## src/hdl/pfg_pkg.sv

```systemverilog
// Constants and state type for the PWM generator fault and interrupt block.
// Assumes a 32-bit APB slave with byte addresses in paddr.
package pfg_pkg;

    // ==========================================================
    // Sizes
    localparam int unsigned EXT_TRIPS  = 4;
    localparam int unsigned CMP_TRIPS  = 8;
    localparam int unsigned EVENTS     = 6;
    localparam int unsigned ADDR_W     = 8;
    localparam int unsigned SYNC_DEPTH = 2;

    // ==========================================================
    // Register offsets (byte addresses)
    localparam logic [7:0] OFS_CTRL     = 8'h00;
    localparam logic [7:0] OFS_SENSE    = 8'h04;
    localparam logic [7:0] OFS_TRIGSEL0 = 8'h08;
    localparam logic [7:0] OFS_TRIGSEL1 = 8'h0c;
    localparam logic [7:0] OFS_FSTAT0   = 8'h10;
    localparam logic [7:0] OFS_FSTAT1   = 8'h14;
    localparam logic [7:0] OFS_RIS      = 8'h18;
    localparam logic [7:0] OFS_MIS      = 8'h1c;
    localparam logic [7:0] OFS_INTEN    = 8'h20;

    // ==========================================================
    // Field positions
    localparam int unsigned CTRL_LATCH_BIT = 0;
    localparam int unsigned CTRL_EXT_BIT   = 1;
    localparam int unsigned INTEN_IRQ_LSB  = 0;
    localparam int unsigned INTEN_TRIG_LSB = 8;

    // Event bit order of status, enables and trigger outputs
    localparam int unsigned EV_ZERO   = 0;
    localparam int unsigned EV_LOAD   = 1;
    localparam int unsigned EV_A_UP   = 2;
    localparam int unsigned EV_A_DOWN = 3;
    localparam int unsigned EV_B_UP   = 4;
    localparam int unsigned EV_B_DOWN = 5;

    // ==========================================================
    // Reset values
    localparam logic [3:0] RST_SENSE   = 4'h0;
    localparam logic [3:0] RST_TRIGSEL0 = 4'h1;
    localparam logic [7:0] RST_TRIGSEL1 = 8'h00;
    localparam logic [5:0] RST_ENABLES = 6'h00;

    // ==========================================================
    // Whole state of the top module
    typedef struct packed {
        logic                 latched_fault_mode;
        logic                 extended_source_select_mode;
        logic [EXT_TRIPS-1:0] sense_low;
        logic [EXT_TRIPS-1:0] sel_ext;
        logic [CMP_TRIPS-1:0] sel_cmp;
        logic [EXT_TRIPS-1:0] latch_ext;
        logic [CMP_TRIPS-1:0] latch_cmp;
        logic [EVENTS-1:0]    raw_irq;
        logic [EVENTS-1:0]    irq_en;
        logic [EVENTS-1:0]    trig_en;
        logic                 fault;
        logic                 irq;
        logic [EVENTS-1:0]    trig;
        logic                 pready;
        logic                 pslverr;
        logic [31:0]          prdata;
    } pfg_state_t;

endpackage

```

## src/hdl/pfg_top.sv

```systemverilog
// Fault selection, fault status and interrupt/trigger logic of one PWM generator.
// Assumes an APB master on sys_clk, trip pins from outside, and comparator trips and
// counter events as single-cycle levels or pulses from logic on sys_clk.
`timescale 1ns/1ns

// Overview of operation
// - Each trip has a readable status bit showing the live trip state.
// - In latched mode the status shows latched trip state instead.
// - Two trip groups: four external pins, eight comparator trips.
// - Per-group readable and writable trip selection mask.
// - After reset or without extended mode only external trip zero faults.
// - Extended mode takes fault sources from the masks software programs.
// - Fault is OR of selected trips, external ones sense adjusted first.
// - Six sticky event status bits, cleared by writing one.
// - Raw and masked interrupt status both readable.
// - Separate interrupt and trigger enables for each of six events.
// - Each external trip has a high or low active sense.
// - Latched versus unlatched fault mode per generator.
module pfg_top (
    input  wire logic                         sys_clk,
    input  wire logic                         reset_n,
    input  wire logic                         psel,
    input  wire logic                         penable,
    input  wire logic                         pwrite,
    input  wire logic [pfg_pkg::ADDR_W-1:0]   paddr,
    input  wire logic [31:0]                  pwdata,
    input  wire logic [3:0]                   pstrb,
    output logic      [31:0]                  prdata,
    output logic                              pready,
    output logic                              pslverr,
    input  wire logic [pfg_pkg::EXT_TRIPS-1:0] external_trip_pin,
    input  wire logic [pfg_pkg::CMP_TRIPS-1:0] digital_comparator_trip,
    input  wire logic [pfg_pkg::EVENTS-1:0]    counter_event,
    output logic                              fault_out,
    output logic                              irq,
    output logic      [pfg_pkg::EVENTS-1:0]    trigger_out
);

    pfg_pkg::pfg_state_t st_r;
    pfg_pkg::pfg_state_t st_nxt;

    logic [pfg_pkg::EXT_TRIPS-1:0] ext_sync;

    // ==========================================================
    // Pin synchroniser
    pfg_sync #(
        .WIDTH (pfg_pkg::EXT_TRIPS)
    ) u_trip_sync (
        .sys_clk  (sys_clk),
        .reset_n  (reset_n),
        .async_in (external_trip_pin),
        .sync_out (ext_sync)
    );

    // ==========================================================
    // Helpers

    // Byte-lane merge of a write into an old value
    function automatic logic [31:0] lane_merge(
        input logic [31:0] old_v,
        input logic [31:0] new_v,
        input logic [3:0]  strb
    );
        logic [31:0] m;
        m = {{8{strb[3]}}, {8{strb[2]}}, {8{strb[1]}}, {8{strb[0]}}};
        return (old_v & ~m) | (new_v & m);
    endfunction

    // Sticky bit update; a set in the clearing cycle survives
    function automatic logic [7:0] sticky(
        input logic [7:0] cur,
        input logic [7:0] set,
        input logic [7:0] clr
    );
        return (cur & ~clr) | set;
    endfunction

    // Known register offset
    function automatic logic addr_hit(input logic [pfg_pkg::ADDR_W-1:0] a);
        return (a == pfg_pkg::OFS_CTRL)     || (a == pfg_pkg::OFS_SENSE)  ||
               (a == pfg_pkg::OFS_TRIGSEL0) || (a == pfg_pkg::OFS_TRIGSEL1) ||
               (a == pfg_pkg::OFS_FSTAT0)   || (a == pfg_pkg::OFS_FSTAT1) ||
               (a == pfg_pkg::OFS_RIS)      || (a == pfg_pkg::OFS_MIS)    ||
               (a == pfg_pkg::OFS_INTEN);
    endfunction

    // ==========================================================
    // Next-state logic
    always_comb begin
        logic                          access;
        logic                          wr_go;
        logic                          hit;
        logic [31:0]                   wmask;
        logic [31:0]                   wdat;
        logic [31:0]                   rdata;
        logic [31:0]                   merged;
        logic [pfg_pkg::EXT_TRIPS-1:0] ext_act;
        logic [pfg_pkg::EXT_TRIPS-1:0] rep_ext;
        logic [pfg_pkg::CMP_TRIPS-1:0] rep_cmp;
        logic [7:0]                    clr_ext;
        logic [7:0]                    clr_cmp;
        logic [7:0]                    clr_ris;
        logic [7:0]                    tmp;

        st_nxt  = st_r;
        rdata   = 32'h0000_0000;
        tmp     = 8'h00;
        access  = psel & penable;
        hit     = addr_hit(paddr);
        wr_go   = access & pwrite & st_r.pready & hit;
        wmask   = {{8{pstrb[3]}}, {8{pstrb[2]}}, {8{pstrb[1]}}, {8{pstrb[0]}}};
        wdat    = pwdata & wmask;
        merged  = 32'h0000_0000;
        clr_ext = 8'h00;
        clr_cmp = 8'h00;
        clr_ris = 8'h00;

        ext_act = ext_sync ^ st_r.sense_low;

        rep_ext = st_r.latched_fault_mode ? st_r.latch_ext : ext_act;
        rep_cmp = st_r.latched_fault_mode ? st_r.latch_cmp : digital_comparator_trip;

        // Register writes, taken at the completing edge
        if (wr_go) begin
            unique case (paddr)
                pfg_pkg::OFS_CTRL: begin
                    merged = lane_merge({30'h0, st_r.extended_source_select_mode,
                                         st_r.latched_fault_mode}, pwdata, pstrb);
                    st_nxt.latched_fault_mode          = merged[pfg_pkg::CTRL_LATCH_BIT];
                    st_nxt.extended_source_select_mode = merged[pfg_pkg::CTRL_EXT_BIT];
                end
                pfg_pkg::OFS_SENSE: begin
                    merged = lane_merge({28'h0, st_r.sense_low}, pwdata, pstrb);
                    st_nxt.sense_low = merged[3:0];
                end
                pfg_pkg::OFS_TRIGSEL0: begin
                    merged = lane_merge({28'h0, st_r.sel_ext}, pwdata, pstrb);
                    st_nxt.sel_ext = merged[3:0];
                end
                pfg_pkg::OFS_TRIGSEL1: begin
                    merged = lane_merge({24'h0, st_r.sel_cmp}, pwdata, pstrb);
                    st_nxt.sel_cmp = merged[7:0];
                end
                pfg_pkg::OFS_FSTAT0: clr_ext = wdat[7:0];
                pfg_pkg::OFS_FSTAT1: clr_cmp = wdat[7:0];
                pfg_pkg::OFS_RIS:    clr_ris = wdat[7:0];
                pfg_pkg::OFS_INTEN: begin
                    merged = lane_merge({18'h0, st_r.trig_en, 2'h0, st_r.irq_en},
                                        pwdata, pstrb);
                    st_nxt.irq_en  = merged[pfg_pkg::INTEN_IRQ_LSB +: pfg_pkg::EVENTS];
                    st_nxt.trig_en = merged[pfg_pkg::INTEN_TRIG_LSB +: pfg_pkg::EVENTS];
                end
                default: begin
                    merged = 32'h0000_0000;
                end
            endcase
        end

        tmp = sticky({4'h0, st_r.latch_ext}, {4'h0, ext_act}, clr_ext);
        st_nxt.latch_ext = tmp[3:0];
        st_nxt.latch_cmp = sticky(st_r.latch_cmp, digital_comparator_trip, clr_cmp);

        if (st_r.extended_source_select_mode) begin
            st_nxt.fault = |(rep_ext & st_r.sel_ext) | |(rep_cmp & st_r.sel_cmp);
        end else begin
            st_nxt.fault = rep_ext[0];
        end

        tmp = sticky({2'h0, st_r.raw_irq}, {2'h0, counter_event}, clr_ris);
        st_nxt.raw_irq = tmp[5:0];

        st_nxt.irq = |(st_nxt.raw_irq & st_nxt.irq_en);

        st_nxt.trig = counter_event & st_r.trig_en;

        // Read mux
        unique case (paddr)
            pfg_pkg::OFS_CTRL:     rdata = {30'h0, st_r.extended_source_select_mode,
                                            st_r.latched_fault_mode};
            pfg_pkg::OFS_SENSE:    rdata = {28'h0, st_r.sense_low};
            pfg_pkg::OFS_TRIGSEL0: rdata = {28'h0, st_r.sel_ext};
            pfg_pkg::OFS_TRIGSEL1: rdata = {24'h0, st_r.sel_cmp};
            pfg_pkg::OFS_FSTAT0:   rdata = {28'h0, rep_ext};
            pfg_pkg::OFS_FSTAT1:   rdata = {24'h0, rep_cmp};
            pfg_pkg::OFS_RIS:      rdata = {26'h0, st_r.raw_irq};
            pfg_pkg::OFS_MIS:      rdata = {26'h0, st_r.raw_irq & st_r.irq_en};
            pfg_pkg::OFS_INTEN:    rdata = {18'h0, st_r.trig_en, 2'h0, st_r.irq_en};
            default:               rdata = 32'h0000_0000;
        endcase

        // One wait state keeps every bus output on a flop
        st_nxt.pready  = access & ~st_r.pready;
        st_nxt.pslverr = access & ~st_r.pready & ~hit;
        if (access & ~st_r.pready & ~pwrite) begin
            st_nxt.prdata = rdata;
        end else if (st_r.pready) begin
            st_nxt.prdata = 32'h0000_0000;
        end
    end

    // ==========================================================
    // State register
    always_ff @(posedge sys_clk or negedge reset_n) begin
        if (!reset_n) begin
            st_r                             <= '0;
            st_r.sense_low                   <= pfg_pkg::RST_SENSE;
            st_r.sel_ext                     <= pfg_pkg::RST_TRIGSEL0;
            st_r.sel_cmp                     <= pfg_pkg::RST_TRIGSEL1;
            st_r.irq_en                      <= pfg_pkg::RST_ENABLES;
            st_r.trig_en                     <= pfg_pkg::RST_ENABLES;
        end else begin
            st_r <= st_nxt;
        end
    end

    // ==========================================================
    // Outputs straight from flops
    assign prdata      = st_r.prdata;
    assign pready      = st_r.pready;
    assign pslverr     = st_r.pslverr;
    assign fault_out   = st_r.fault;
    assign irq         = st_r.irq;
    assign trigger_out = st_r.trig;

endmodule

```

## src/hdl/pfg_sync.sv

```systemverilog
// Two-flop synchroniser for a group of level inputs from pins.
// Assumes the inputs are quasi-static levels; no edge is preserved.
`timescale 1ns/1ns

module pfg_sync #(
    parameter int unsigned WIDTH = 4
) (
    input  wire logic             sys_clk,
    input  wire logic             reset_n,
    input  wire logic [WIDTH-1:0] async_in,
    output logic      [WIDTH-1:0] sync_out
);

    typedef struct packed {
        logic [WIDTH-1:0] stage1;
        logic [WIDTH-1:0] stage2;
    } pfg_sync_state_t;

    pfg_sync_state_t st_r;
    pfg_sync_state_t st_nxt;

    // ==========================================================
    // Stage one feeds only stage two
    always_comb begin
        st_nxt        = st_r;
        st_nxt.stage1 = async_in;
        st_nxt.stage2 = st_r.stage1;
    end

    always_ff @(posedge sys_clk or negedge reset_n) begin
        if (!reset_n) begin
            st_r <= '0;
        end else begin
            st_r <= st_nxt;
        end
    end

    assign sync_out = st_r.stage2;

endmodule

```

## config.mk

```make
export PLATFORM = sky130hd
export DESIGN_NAME = pfg_top
export DESIGN_NICKNAME = d
export VERILOG_FILES = /design/src/hdl/pfg_pkg.sv /design/src/hdl/pfg_top.sv /design/src/hdl/pfg_sync.sv
export SDC_FILE = /design/constraint.sdc
export NUM_CORES = 1
export LEC_CHECK = 0
export BUFFER_PORTS_ARGS = -buffer_cell sky130_fd_sc_hd__buf_2
export CORE_UTILIZATION = 35
export DETAILED_ROUTE_END_ITERATION = 8
export GPL_TIMING_DRIVEN = 0
export PLACE_DENSITY = 0.6
export SETUP_SLACK_MARGIN = 0.5
export SYNTH_ARGS = -nofsm -noshare
export SYNTH_HDL_FRONTEND = slang
export SYNTH_SLANG_ARGS = --single-unit
```

## constraint.sdc

```tcl
create_clock -name sys_clk -period 1.7 [get_ports sys_clk]
set_input_delay 0.255 -clock sys_clk [delete_from_list [all_inputs] [get_ports sys_clk]]
set_output_delay 0.255 -clock sys_clk [all_outputs]
set_load 0.005 [all_outputs]
```

==> results.yml, run 1 <==
status:
  status: "finished, violations left"
  violations: "setup timing"
die:
  io_pins: 109
  rows: 38
  core_mm2: 0.0110
  die-area_mm2: 0.0118
  die_h_um: 109
  start_util_pct: 36.3
  die_x_um: 109
layout:
  drive_gt1_share_pct: 56.3
  synthToLayoutAreaGrowth_pct: 52.0
  nFillCells: 916
  fin_cells: 627
  fin_area_mm2: 0.00606
  antenna_cells: 0
  finalNetCount: 549
  utilization_pct: 55.2
sta:
  rsz0062_at_grt: "yes"
  drv_slew: 0
  max_freq_mhz: 549
  fin_tns_setup_ns: -0.427
  finalSetupViolCount: 12
  min_period_ns: 1.82
  hold_violations: 0
  fin_crit_sh_pct: 107
  max_slew_margin_pct: 57.0
  fin_worst_skew_ns: 0.00550
  fin_hold_ws_ns: 0.0229
  tightestPinTransition_ns: 0.640
  worst_slack_ns: -0.123
synthesis:
  netlist_instances: 339
  yosysWarnings: 0
  ys.flop_type: "dfrtp_1"
  syn_avg_cell_area_um2: 11.8
  synth_area_mm2: 0.00399
  synth-seq-cells: 80
  synth-edff-count: 0
  yosysSeqAreaShare_pct: 50.2
  yosysUniqueCellTypes: 55
  synthArstFlopShare_pct: 100
placement:
  gp_congestion: 0.817
  place_ws_ns: -0.681
  postPlaceCellArea_mm2: 0.00479
  port_buffers: 70
  numPlacedInstances: 567
  hpwlAfterDp_um: 7150
grt:
  grt_pass1_vias: 3077
  grt_pass1_wl_um: 15900
  antenna_found_initial: 0
  gr-usage-all-layers_pct: 18.1
  gr-total-overflow: 0
  grt_max_degree: 43
critical_path:
  worstPathArrival_ns: 2.04
  reg2reg_slack_ns: -0.12
  rr_worst_depth: 5
  crit_buf_inv: 0
  cp-start-kind: "flop"
  cp-end-kind: "flop"
  max_stage_delay_ns: 0.38
  critPathKind: "reg -> reg"
  crit_chain: "and4_4, nand4_4, mux2_2, a22o_1, a2111o_1"
  worstPathRequired_ns: 1.92
  reg2reg_from: "pready"
  rr_endpoint: "irq"
  cpMaxStageDelayCell: "a2111o_1"
  crit_fanout: 6
  cp_top_family: "compound AO/OA/AOI/OAI gates"
min_path:
  hold_depth: 1
  min_to: "u_trip_sync.st_nxt[3]"
  worstHoldStart: "external_trip_pin[3]"
  hold_path.class: "in -> reg"
route:
  wl_um: 10300
  drcViolationCount: 0
  vias: 3157
  antenna_left: 0
  wl_per_cell_um: 16.4
  avgViaCountPerCell: 5.04
  drt_iter0_drc: 163
  drt_pass1_iterations: 4
clock_tree:
  clock_path_buffers: 2
  cts.htree.levels: 3
  clkSlewWorstSetupHoldPaths_ns: 0.06
  clk_latency_ns: 0.33
  clock_sinks: 80
  cts_root_buf: "clkbuf_16"
  cts_tree: "built"
  cts_buffers: 9
pwr:
  power_mw: 4.38
  ir_worst_vdd_mv: 0.516
  leakage_nw: 2.91
  powerDensity_mw_per_mm2: 722
job:
  cap_violations: 0
-- cell type report --
type / count / area (um^2) / share of cell area (%)
multi-input combinational: 225 / 2140 / 35.3
sequential: 80 / 2000 / 33.0
timing repair buffer: 115 / 942 / 15.5
buffer: 46 / 464 / 7.65
clock buffer: 9 / 225 / 3.71
tap: 140 / 175 / 2.89
clock inverter: 7 / 96.3 / 1.59
inverter: 5 / 18.8 / 0.309
-- cells in the mapped netlist (2+ instances only) --
library cell  count  share of area [%]
dfrtp_1          79                 50
o21ai_0          11                1.4
mux2i_1           2               0.50
nor3_1            3               0.38
o2bb2ai_1         2               0.44
and2_1            8                1.3
a22o_1           13                2.9
clkbuf_1          8               0.75
buf_4            38                7.1
a221oi_1          5                1.1
o22a_1            4               0.88
and3_1            2               0.31
a21o_1           18                3.4
nand2_1          30                2.8
a21oi_1           5               0.63
a22oi_1           5               0.94
xor2_1            4               0.88
mux2_1            7                2.0
nor4b_4           3                1.8
mux2_2           33                9.3
o21a_1            2               0.38
nor2_1            8               0.75
nand3_1           4               0.50
nor2_2            2               0.31
nand2b_1          7                1.1
and4_1            2               0.44
a222oi_1          2               0.50
inv_1             5               0.47
-- placed cells by master, fill, tap and decap left out, types with 4 or more instances in the layout --
cell type / n
a21o_1: 18
a22o_1: 13
a22oi_2: 5
and2_1: 7
buf_12: 4
buf_2: 43
buf_4: 50
buf_6: 52
buf_8: 4
clkbuf_16: 10
conb_1: 18
dfrtp_1: 79
inv_1: 5
mux2_2: 7
mux2_4: 33
nand2_1: 20
nand2_2: 5
nand2_4: 5
nand2b_1: 6
nor2_1: 4
nor2_4: 5
nor3_4: 4
nor4b_4: 4
o21ai_1: 8
o22a_1: 4
xor2_1: 4
-- worst max-delay path by stage --
stage,depth (start not counted),startpoint,to,slack (ns)
2_1_floorplan,5,pready,irq,-0.1
3_3_place_gp,6,paddr[1],st_r[64],-0.73
3_5_place_dp,6,paddr[1],st_r[66],-0.68
4_1_cts,5,pready,irq,-0.11
5_1_grt,5,pready,irq,-0.17
6_report,5,pready,irq,-0.12
-- worst register-to-register path, delay by kind of cell (launching register included) --
kind,cells,cell delay [ns]
AND/OR/NAND/NOR,2,0.42
AO/OA/AOI/OAI,2,0.61
flip-flops,1,0.34
multiplexers,1,0.33
-- routing by layer --
layer	global-route usage (%)	part of all wire, %	wire length (um)
met4	6.66	1.7	177
met3	4.12	5.0	516
met2	29.1	49	5090
met5	0	0	0
met1	23.8	44	4530
-- kinds of logic (layout without fill, tap and decap cells) --
group	Yosys count	in the layout	share of synthesized area [%]
simple gates	84	84	13.8
flops	80	80	50.2
compound gates	76	76	14.3
buf+inv	51	182	8.37
mux	43	43	12.4
xor+xnor	4	4	0.878
other cells	1	18	0.0940
-- timing repair --
| item | 4_1_cts | 5_1_grt |
|---|---|---|
| pin swaps | 20 | 34 |
| hold buffers | 1 | 0 |
| buffers inserted | 22 | 19 |
| cloned | 2 | 0 |
| resized for setup | 88 | 51 |
| endpoints found under the hold margin | 41 | 0 |
| setup endpoints to repair | 79 | 85 |
-- power by group --
part / total (mW) / switching (mW) / internal (mW)
Sequential: 1.92 / 0.00499 / 1.92
Combinational: 0.387 / 0.214 / 0.172
Clock: 2.07 / 0.782 / 1.28
No activity file was read; power rests on OpenSTA's default activity.
==> inputs of run 2 (changes only) <==
==> constraint.sdc (replaced) <==
create_clock -name sys_clk -period 1.7 [get_ports sys_clk]
set_input_delay 0.255 -clock sys_clk [delete_from_list [all_inputs] [get_ports sys_clk]]
set_output_delay 0.255 -clock sys_clk [all_outputs]
set_load 0.1 [all_outputs]
==> results.yml, run 2 (same netlist as run 1, synthesis figures left out) <==
grt:
  grt_pass1_wl_um: 16700
  grt_max_degree: 43
  gr-usage-all-layers_pct: 19.2
  gr-total-overflow: 0
  antenna_found_initial: 0
  grt_pass1_vias: 3201
layout:
  nFillCells: 869
  final_common_cell: "dfrtp_1"
  final_cell_mix: "dfrtp_1, buf_4, buf_2"
  synthToLayoutAreaGrowth_pct: 55.5
  finalNetCount: 554
  antenna_cells: 0
  drive_gt1_share_pct: 55.3
  fin_cells: 632
pwr:
  powerDensity_mw_per_mm2: 718
  power_mw: 4.46
  ir_worst_vdd_mv: 0.410
  leakage_nw: 2.92
placement:
  hpwlAfterDp_um: 7140
  place_ws_ns: -0.715
  numPlacedInstances: 567
  gp_congestion: 0.838
  port_buffers: 70
critical_path:
  reg2reg_from: "pready"
  worstPathArrival_ns: 2.10
  critPathLaunch: "pready"
  reg2reg_slack_ns: -0.18
  cpMaxStageDelayCell: "dfrtp_4"
  cp-end-kind: "flop"
  endpoint: "irq"
  crit_fanout: 4
  crit_chain: "and4_4, nand4_4, buf_6, mux2_2, a22o_1, a2111o_1"
  worstPathRequired_ns: 1.93
  critPathKind: "reg -> reg"
  rr_worst_depth: 6
  cp-start-kind: "flop"
  max_stage_delay_ns: 0.40
  rr_endpoint: "irq"
route:
  vias: 3153
  wl_per_cell_um: 16.9
  wl_um: 10700
  drt_pass1_iterations: 4
  antenna_left: 0
  drt_iter0_drc: 174
  drcViolationCount: 0
  avgViaCountPerCell: 4.99
status:
  status: "finished, violations left"
  violations: "setup timing"
die:
  io_pins: 109
  die-area_mm2: 0.0118
  rows: 38
  start_util_pct: 36.3
  die_h_um: 109
  core_mm2: 0.0110
  die_x_um: 109
min_path:
  hold_path.class: "in -> reg"
sta:
  finalSetupViolCount: 29
  worst_slack_ns: -0.179
  fin_crit_sh_pct: 111
  max_freq_mhz: 532
  fin_tns_setup_ns: -1.29
  max_slew_margin_pct: 50.5
  drv_slew: 0
  fin_worst_skew_ns: 0.00808
  min_period_ns: 1.88
  rsz0062_at_grt: "yes"
  tightestPinTransition_ns: 0.741
  hold_violations: 0
  fin_hold_ws_ns: 0.0113
clock_tree:
  cts_buffers: 9
  cts_tree: "built"
  clkSlewWorstSetupHoldPaths_ns: 0.06
  cts.htree.levels: 3
  cts_root_buf: "clkbuf_16"
  clock_path_buffers: 2
  clk_latency_ns: 0.34
  clock_sinks: 80
job:
  cap_violations: 0
## run 2: layout make-up
cell class                      instances  area (um^2)  area share, %
Multi-Input combinational cell        225         2070           33.3
Sequential cell                        80         2010           32.3
Timing Repair Buffer                  120         1190           19.2
Buffer                                 46          447           7.20
Clock buffer                           11          243           3.91
Tap cell                              140          175           2.82
Clock inverter                          5         56.3          0.907
Inverter                                5         18.8          0.302
## run 2: how the worst min path moves through the flow
stage,to,cells after the start,slack (ns),startpoint
5_1_grt,u_trip_sync.st_nxt[0],1,0.0007,external_trip_pin[0]
2_1_floorplan,async pin,0,-0.04,reset_n
4_1_cts,u_trip_sync.st_nxt[0],1,0.0008,external_trip_pin[0]
6_report,u_trip_sync.st_nxt[0],1,0.01,external_trip_pin[0]
3_5_place_dp,async pin,1,0.29,reset_n
3_3_place_gp,u_trip_sync.sync_out[1],0,0.33,u_trip_sync.st_nxt[1]
## run 2: per-layer routing
metal / vias up / global-route usage, % / part of all wire, %
li1: 1477 / - / -
met1: 1580 / 24.8 / 43
met2: 84 / 31.5 / 50
met3: 12 / 4.72 / 5.5
met4: 0 / 6.37 / 1.3
met5: - / 0 / 0
## run 2: per-stage QoR
| step | cell area (um^2) | utilization, % |
|---|---|---|
| floorplan | 4210 | - |
| global placement | 4730 | 43.1 |
| finish | 6200 | 56.5 |
| global route | 6200 | 56.5 |
| detailed placement | 4760 | 43.3 |
| CTS | 6010 | 54.8 |
## run 2: repair_timing
action                                  in CTS  in global routing
pin swaps                                   30                 14
hold buffers                                 1                  0
endpoints found under the hold margin       41                  0
cloned                                       2                  0
resized for setup                          175                 19
endpoints found under the setup margin      88                 87
setup buffers                               31                 15
## run 2: where the power goes
part | leakage, nW | internal, mW | switching, mW | total (mW)
combinational | 1.77 | 0.169 | 0.407 | 0.576
clock | 0.145 | 1.17 | 0.780 | 1.95
sequential | 0.996 | 1.92 | 0.00585 | 1.93
total | 2.92 | 3.26 | 1.19 | 4.46
## run 2: worst max-delay path, delay by kind of cell (launching register included)
family	cells	cell delay (ns)
flip-flops	1	0.40
multiplexers	1	0.27
AO/OA/AOI/OAI	2	0.56
AND/OR/NAND/NOR	2	0.38
buffers and inverters	1	0.16
==> inputs of run 3 (changes only) <==
- SYNTH_HIERARCHICAL: default -> 1
==> results.yml, run 3 <==
pwr:
  ir_worst_vdd_mv: 0.440
  power_mw: 4.64
  p_clk_share_pct: 45.8
  leakage_nw: 2.90
  p_seq_share_pct: 41.5
  swShare_pct: 26.1
  p_switching_mw: 1.21
  power.internal_mw: 3.43
  powerDensity_mw_per_mm2: 749
  combPwrFrac_pct: 12.7
route:
  met2_length_um: 5080
  avgViaCountPerCell: 5.04
  met1_length_um: 4770
  drcViolationCount: 0
  wl_per_cell_um: 16.8
  wl_um: 10600
  vias: 3178
  drt_pass1_iterations: 5
  antenna_left: 0
  topRoutingLayerUsed: "met4"
  drt_iter0_drc: 138
  wl_met3_um: 581
synthesis:
  synth_area_mm2: 0.00398
  ys_top_cells_by_area: "dfrtp_1, mux2_2, buf_4"
  synth-edff-count: 0
  syn_avg_cell_area_um2: 11.7
  synth-seq-cells: 80
  yosysWarnings: 6
  netlist_instances: 339
  ys.flop_type: "dfrtp_1"
  synth_top_area_share_pct: 49.7
  synthArstFlopShare_pct: 100
  yosysTopAreaCell: "dfrtp_1"
  yosysUniqueCellTypes: 49
  yosysMostFrequentCell: "dfrtp_1"
  ys_top_cells_by_count: "dfrtp_1, mux2_2, buf_4, nand2_1, a21o_1"
  yosysSeqAreaShare_pct: 50.3
grt:
  grt_pass1_vias: 3075
  gr-usage-all-layers_pct: 19.0
  antenna_found_initial: 0
  grt_pass1_wl_um: 16700
  grt_max_degree: 51
  gr-total-overflow: 0
die:
  start_util_pct: 36.4
  core_mm2: 0.0109
  rows: 38
  io_pins: 109
  die_h_um: 109
  die_x_um: 109
  die-area_mm2: 0.0118
clock_tree:
  cts_buffers: 9
  clkSlewWorstSetupHoldPaths_ns: 0.06
  clk_latency_ns: 0.34
  clock_sinks: 80
  clock_path_buffers: 2
  cts.htree.levels: 3
  cts_root_buf: "clkbuf_16"
  cts_tree: "built"
layout:
  finalNetCount: 552
  drive_gt1_share_pct: 55.5
  final_cell_mix: "dfrtp_1, buf_4, buf_2"
  synthToLayoutAreaGrowth_pct: 55.6
  final_common_cell: "dfrtp_1"
  antenna_cells: 0
  utilization_pct: 56.6
  nFillCells: 894
placement:
  hpwlAfterDp_um: 7300
  place_ws_ns: -0.590
  gp_congestion: 0.869
  port_buffers: 70
status:
  violations: "setup timing"
  status: "finished, violations left"
sta:
  rsz0062_at_grt: "yes"
  max_freq_mhz: 518
  fin_worst_skew_ns: 0.00893
  min_period_ns: 1.93
  fin_crit_sh_pct: 113
  finalSetupViolCount: 31
  hold_violations: 0
  fin_tns_setup_ns: -4.74
  drv_slew: 0
  worst_slack_ns: -0.229
  fin_hold_ws_ns: 0.0183
critical_path:
  cpMaxStageDelayCell: "dfrtp_4"
  cp_top_family: "compound AO/OA/AOI/OAI gates"
  max_stage_delay_ns: 0.40
  crit_buf_inv: 1
  worstPathRequired_ns: 1.91
  cp-start-kind: "flop"
  crit_fanout: 6
  worstPathArrival_ns: 2.14
  critPathKind: "reg -> reg"
  cp-end-kind: "flop"
  crit_chain: "and4_1, buf_6, nand4_4, mux2_4, a22o_1, a2111o_1"
min_path:
  hold_path.class: "in -> reg"
job:
  cap_violations: 0
==> run 3: cell types whose count changed in the layout (fill, tap and decap cells not counted), moves of 4 or more <==
| cell | change |
|---|---|
| a21o_1 | +5 |
| o22a_1 | -4 |
| buf_4 | +10 |
| buf_6 | -5 |
| o211ai_1 | +5 |
| a22oi_2 | +4 |
| a22o_1 | -4 |
| mux2_4 | +9 |
| nand4_1 | +5 |
| mux2_2 | -9 |
| a22oi_1 | +5 |
==> run 3: routing by layer <==
layer  vias to the layer above  global-route usage, %
li1                       1480                      -
met1                      1584                   26.8
met2                        97                   29.3
met3                        17                   4.00
met4                         0                   5.98
met5                         -                      0
==> run 3: cells by family (layout without fill, tap and decap cells) <==
family / count (synthesis) / after routing / share of synthesized area, %
xor gates and xnor gates: 4 / 4 / 0.880
buffers and inverters: 49 / 183 / 8.30
muxes: 43 / 43 / 12.7
and+or+nand+nor: 86 / 86 / 13.3
other: 1 / 18 / 0.0942
DFF: 80 / 80 / 50.3
AOI/OAI and AO/OA: 76 / 76 / 14.4
==> run 3: area by class of cell <==
class	count	area, um^2	share of cell area (%)
Inverter	2	7.51	0.121
Clock buffer	10	239	3.86
Sequential cell	80	2010	32.4
Clock inverter	6	91.3	1.47
Multi-Input combinational cell	227	2080	33.5
Tap cell	140	175	2.83
Timing Repair Buffer	118	1130	18.3
Buffer	47	462	7.45
==> run 3: stage by stage <==
step                      instances  instance area (um^2)
after global routing            630                  6190
after detailed placement        567                  4750
final                           630                  6190
after CTS                       616                  6050
after floorplan                 356                  4200
after global placement          566                  4720
==> run 3: path summary, 6_finish.rpt <==
path | slack, ns | depth (start not counted) | end | startpoint
worst min-delay path | 0.02 | 1 | u_trip_sync/st_nxt[0] | external_trip_pin[0]
worst min register to register | 0.36 | 0 | u_trip_sync/sync_out[0] | u_trip_sync/st_nxt[0]
worst max register to register | -0.23 | 6 | irq | pready
max in group asynchronous | 0.70 | 3 | pready | reset_n
min in group asynchronous | 0.40 | 2 | u_trip_sync/sync_out[2] | reset_n
worst max-delay path | -0.23 | 6 | irq | pready
==> run 3: worst reg2reg max path, delay by kind of cell, from the launching register on <==
| kind | cells | cell delay, ns |
|---|---|---|
| buf+inv | 1 | 0.13 |
| simple gates | 2 | 0.34 |
| compound gates | 2 | 0.57 |
| flops | 1 | 0.40 |
| mux | 1 | 0.36 |
==> run 3: repair_timing <==
item | 4_1_cts | 5_1_grt
setup endpoints to repair | 88 | 85
endpoints found under the hold margin | 29 | 0
buffers inserted | 30 | 14
hold buffers | 1 | 0
resized for setup | 189 | 14
pin swaps | 43 | 19
cloned | 2 | 0
==> run 3: power groups by stage <==
stage / combinational [mW] / sequential [mW] / clock (mW)
2_1_floorplan: 0.300 / 1.99 / 0
4_1_cts: 0.572 / 1.93 / 2.16
6_report: 0.588 / 1.93 / 2.13
5_1_grt: 0.625 / 1.93 / 2.22
3_5_place_dp: 0.509 / 1.96 / 0
3_3_place_gp: 0.497 / 1.96 / 0
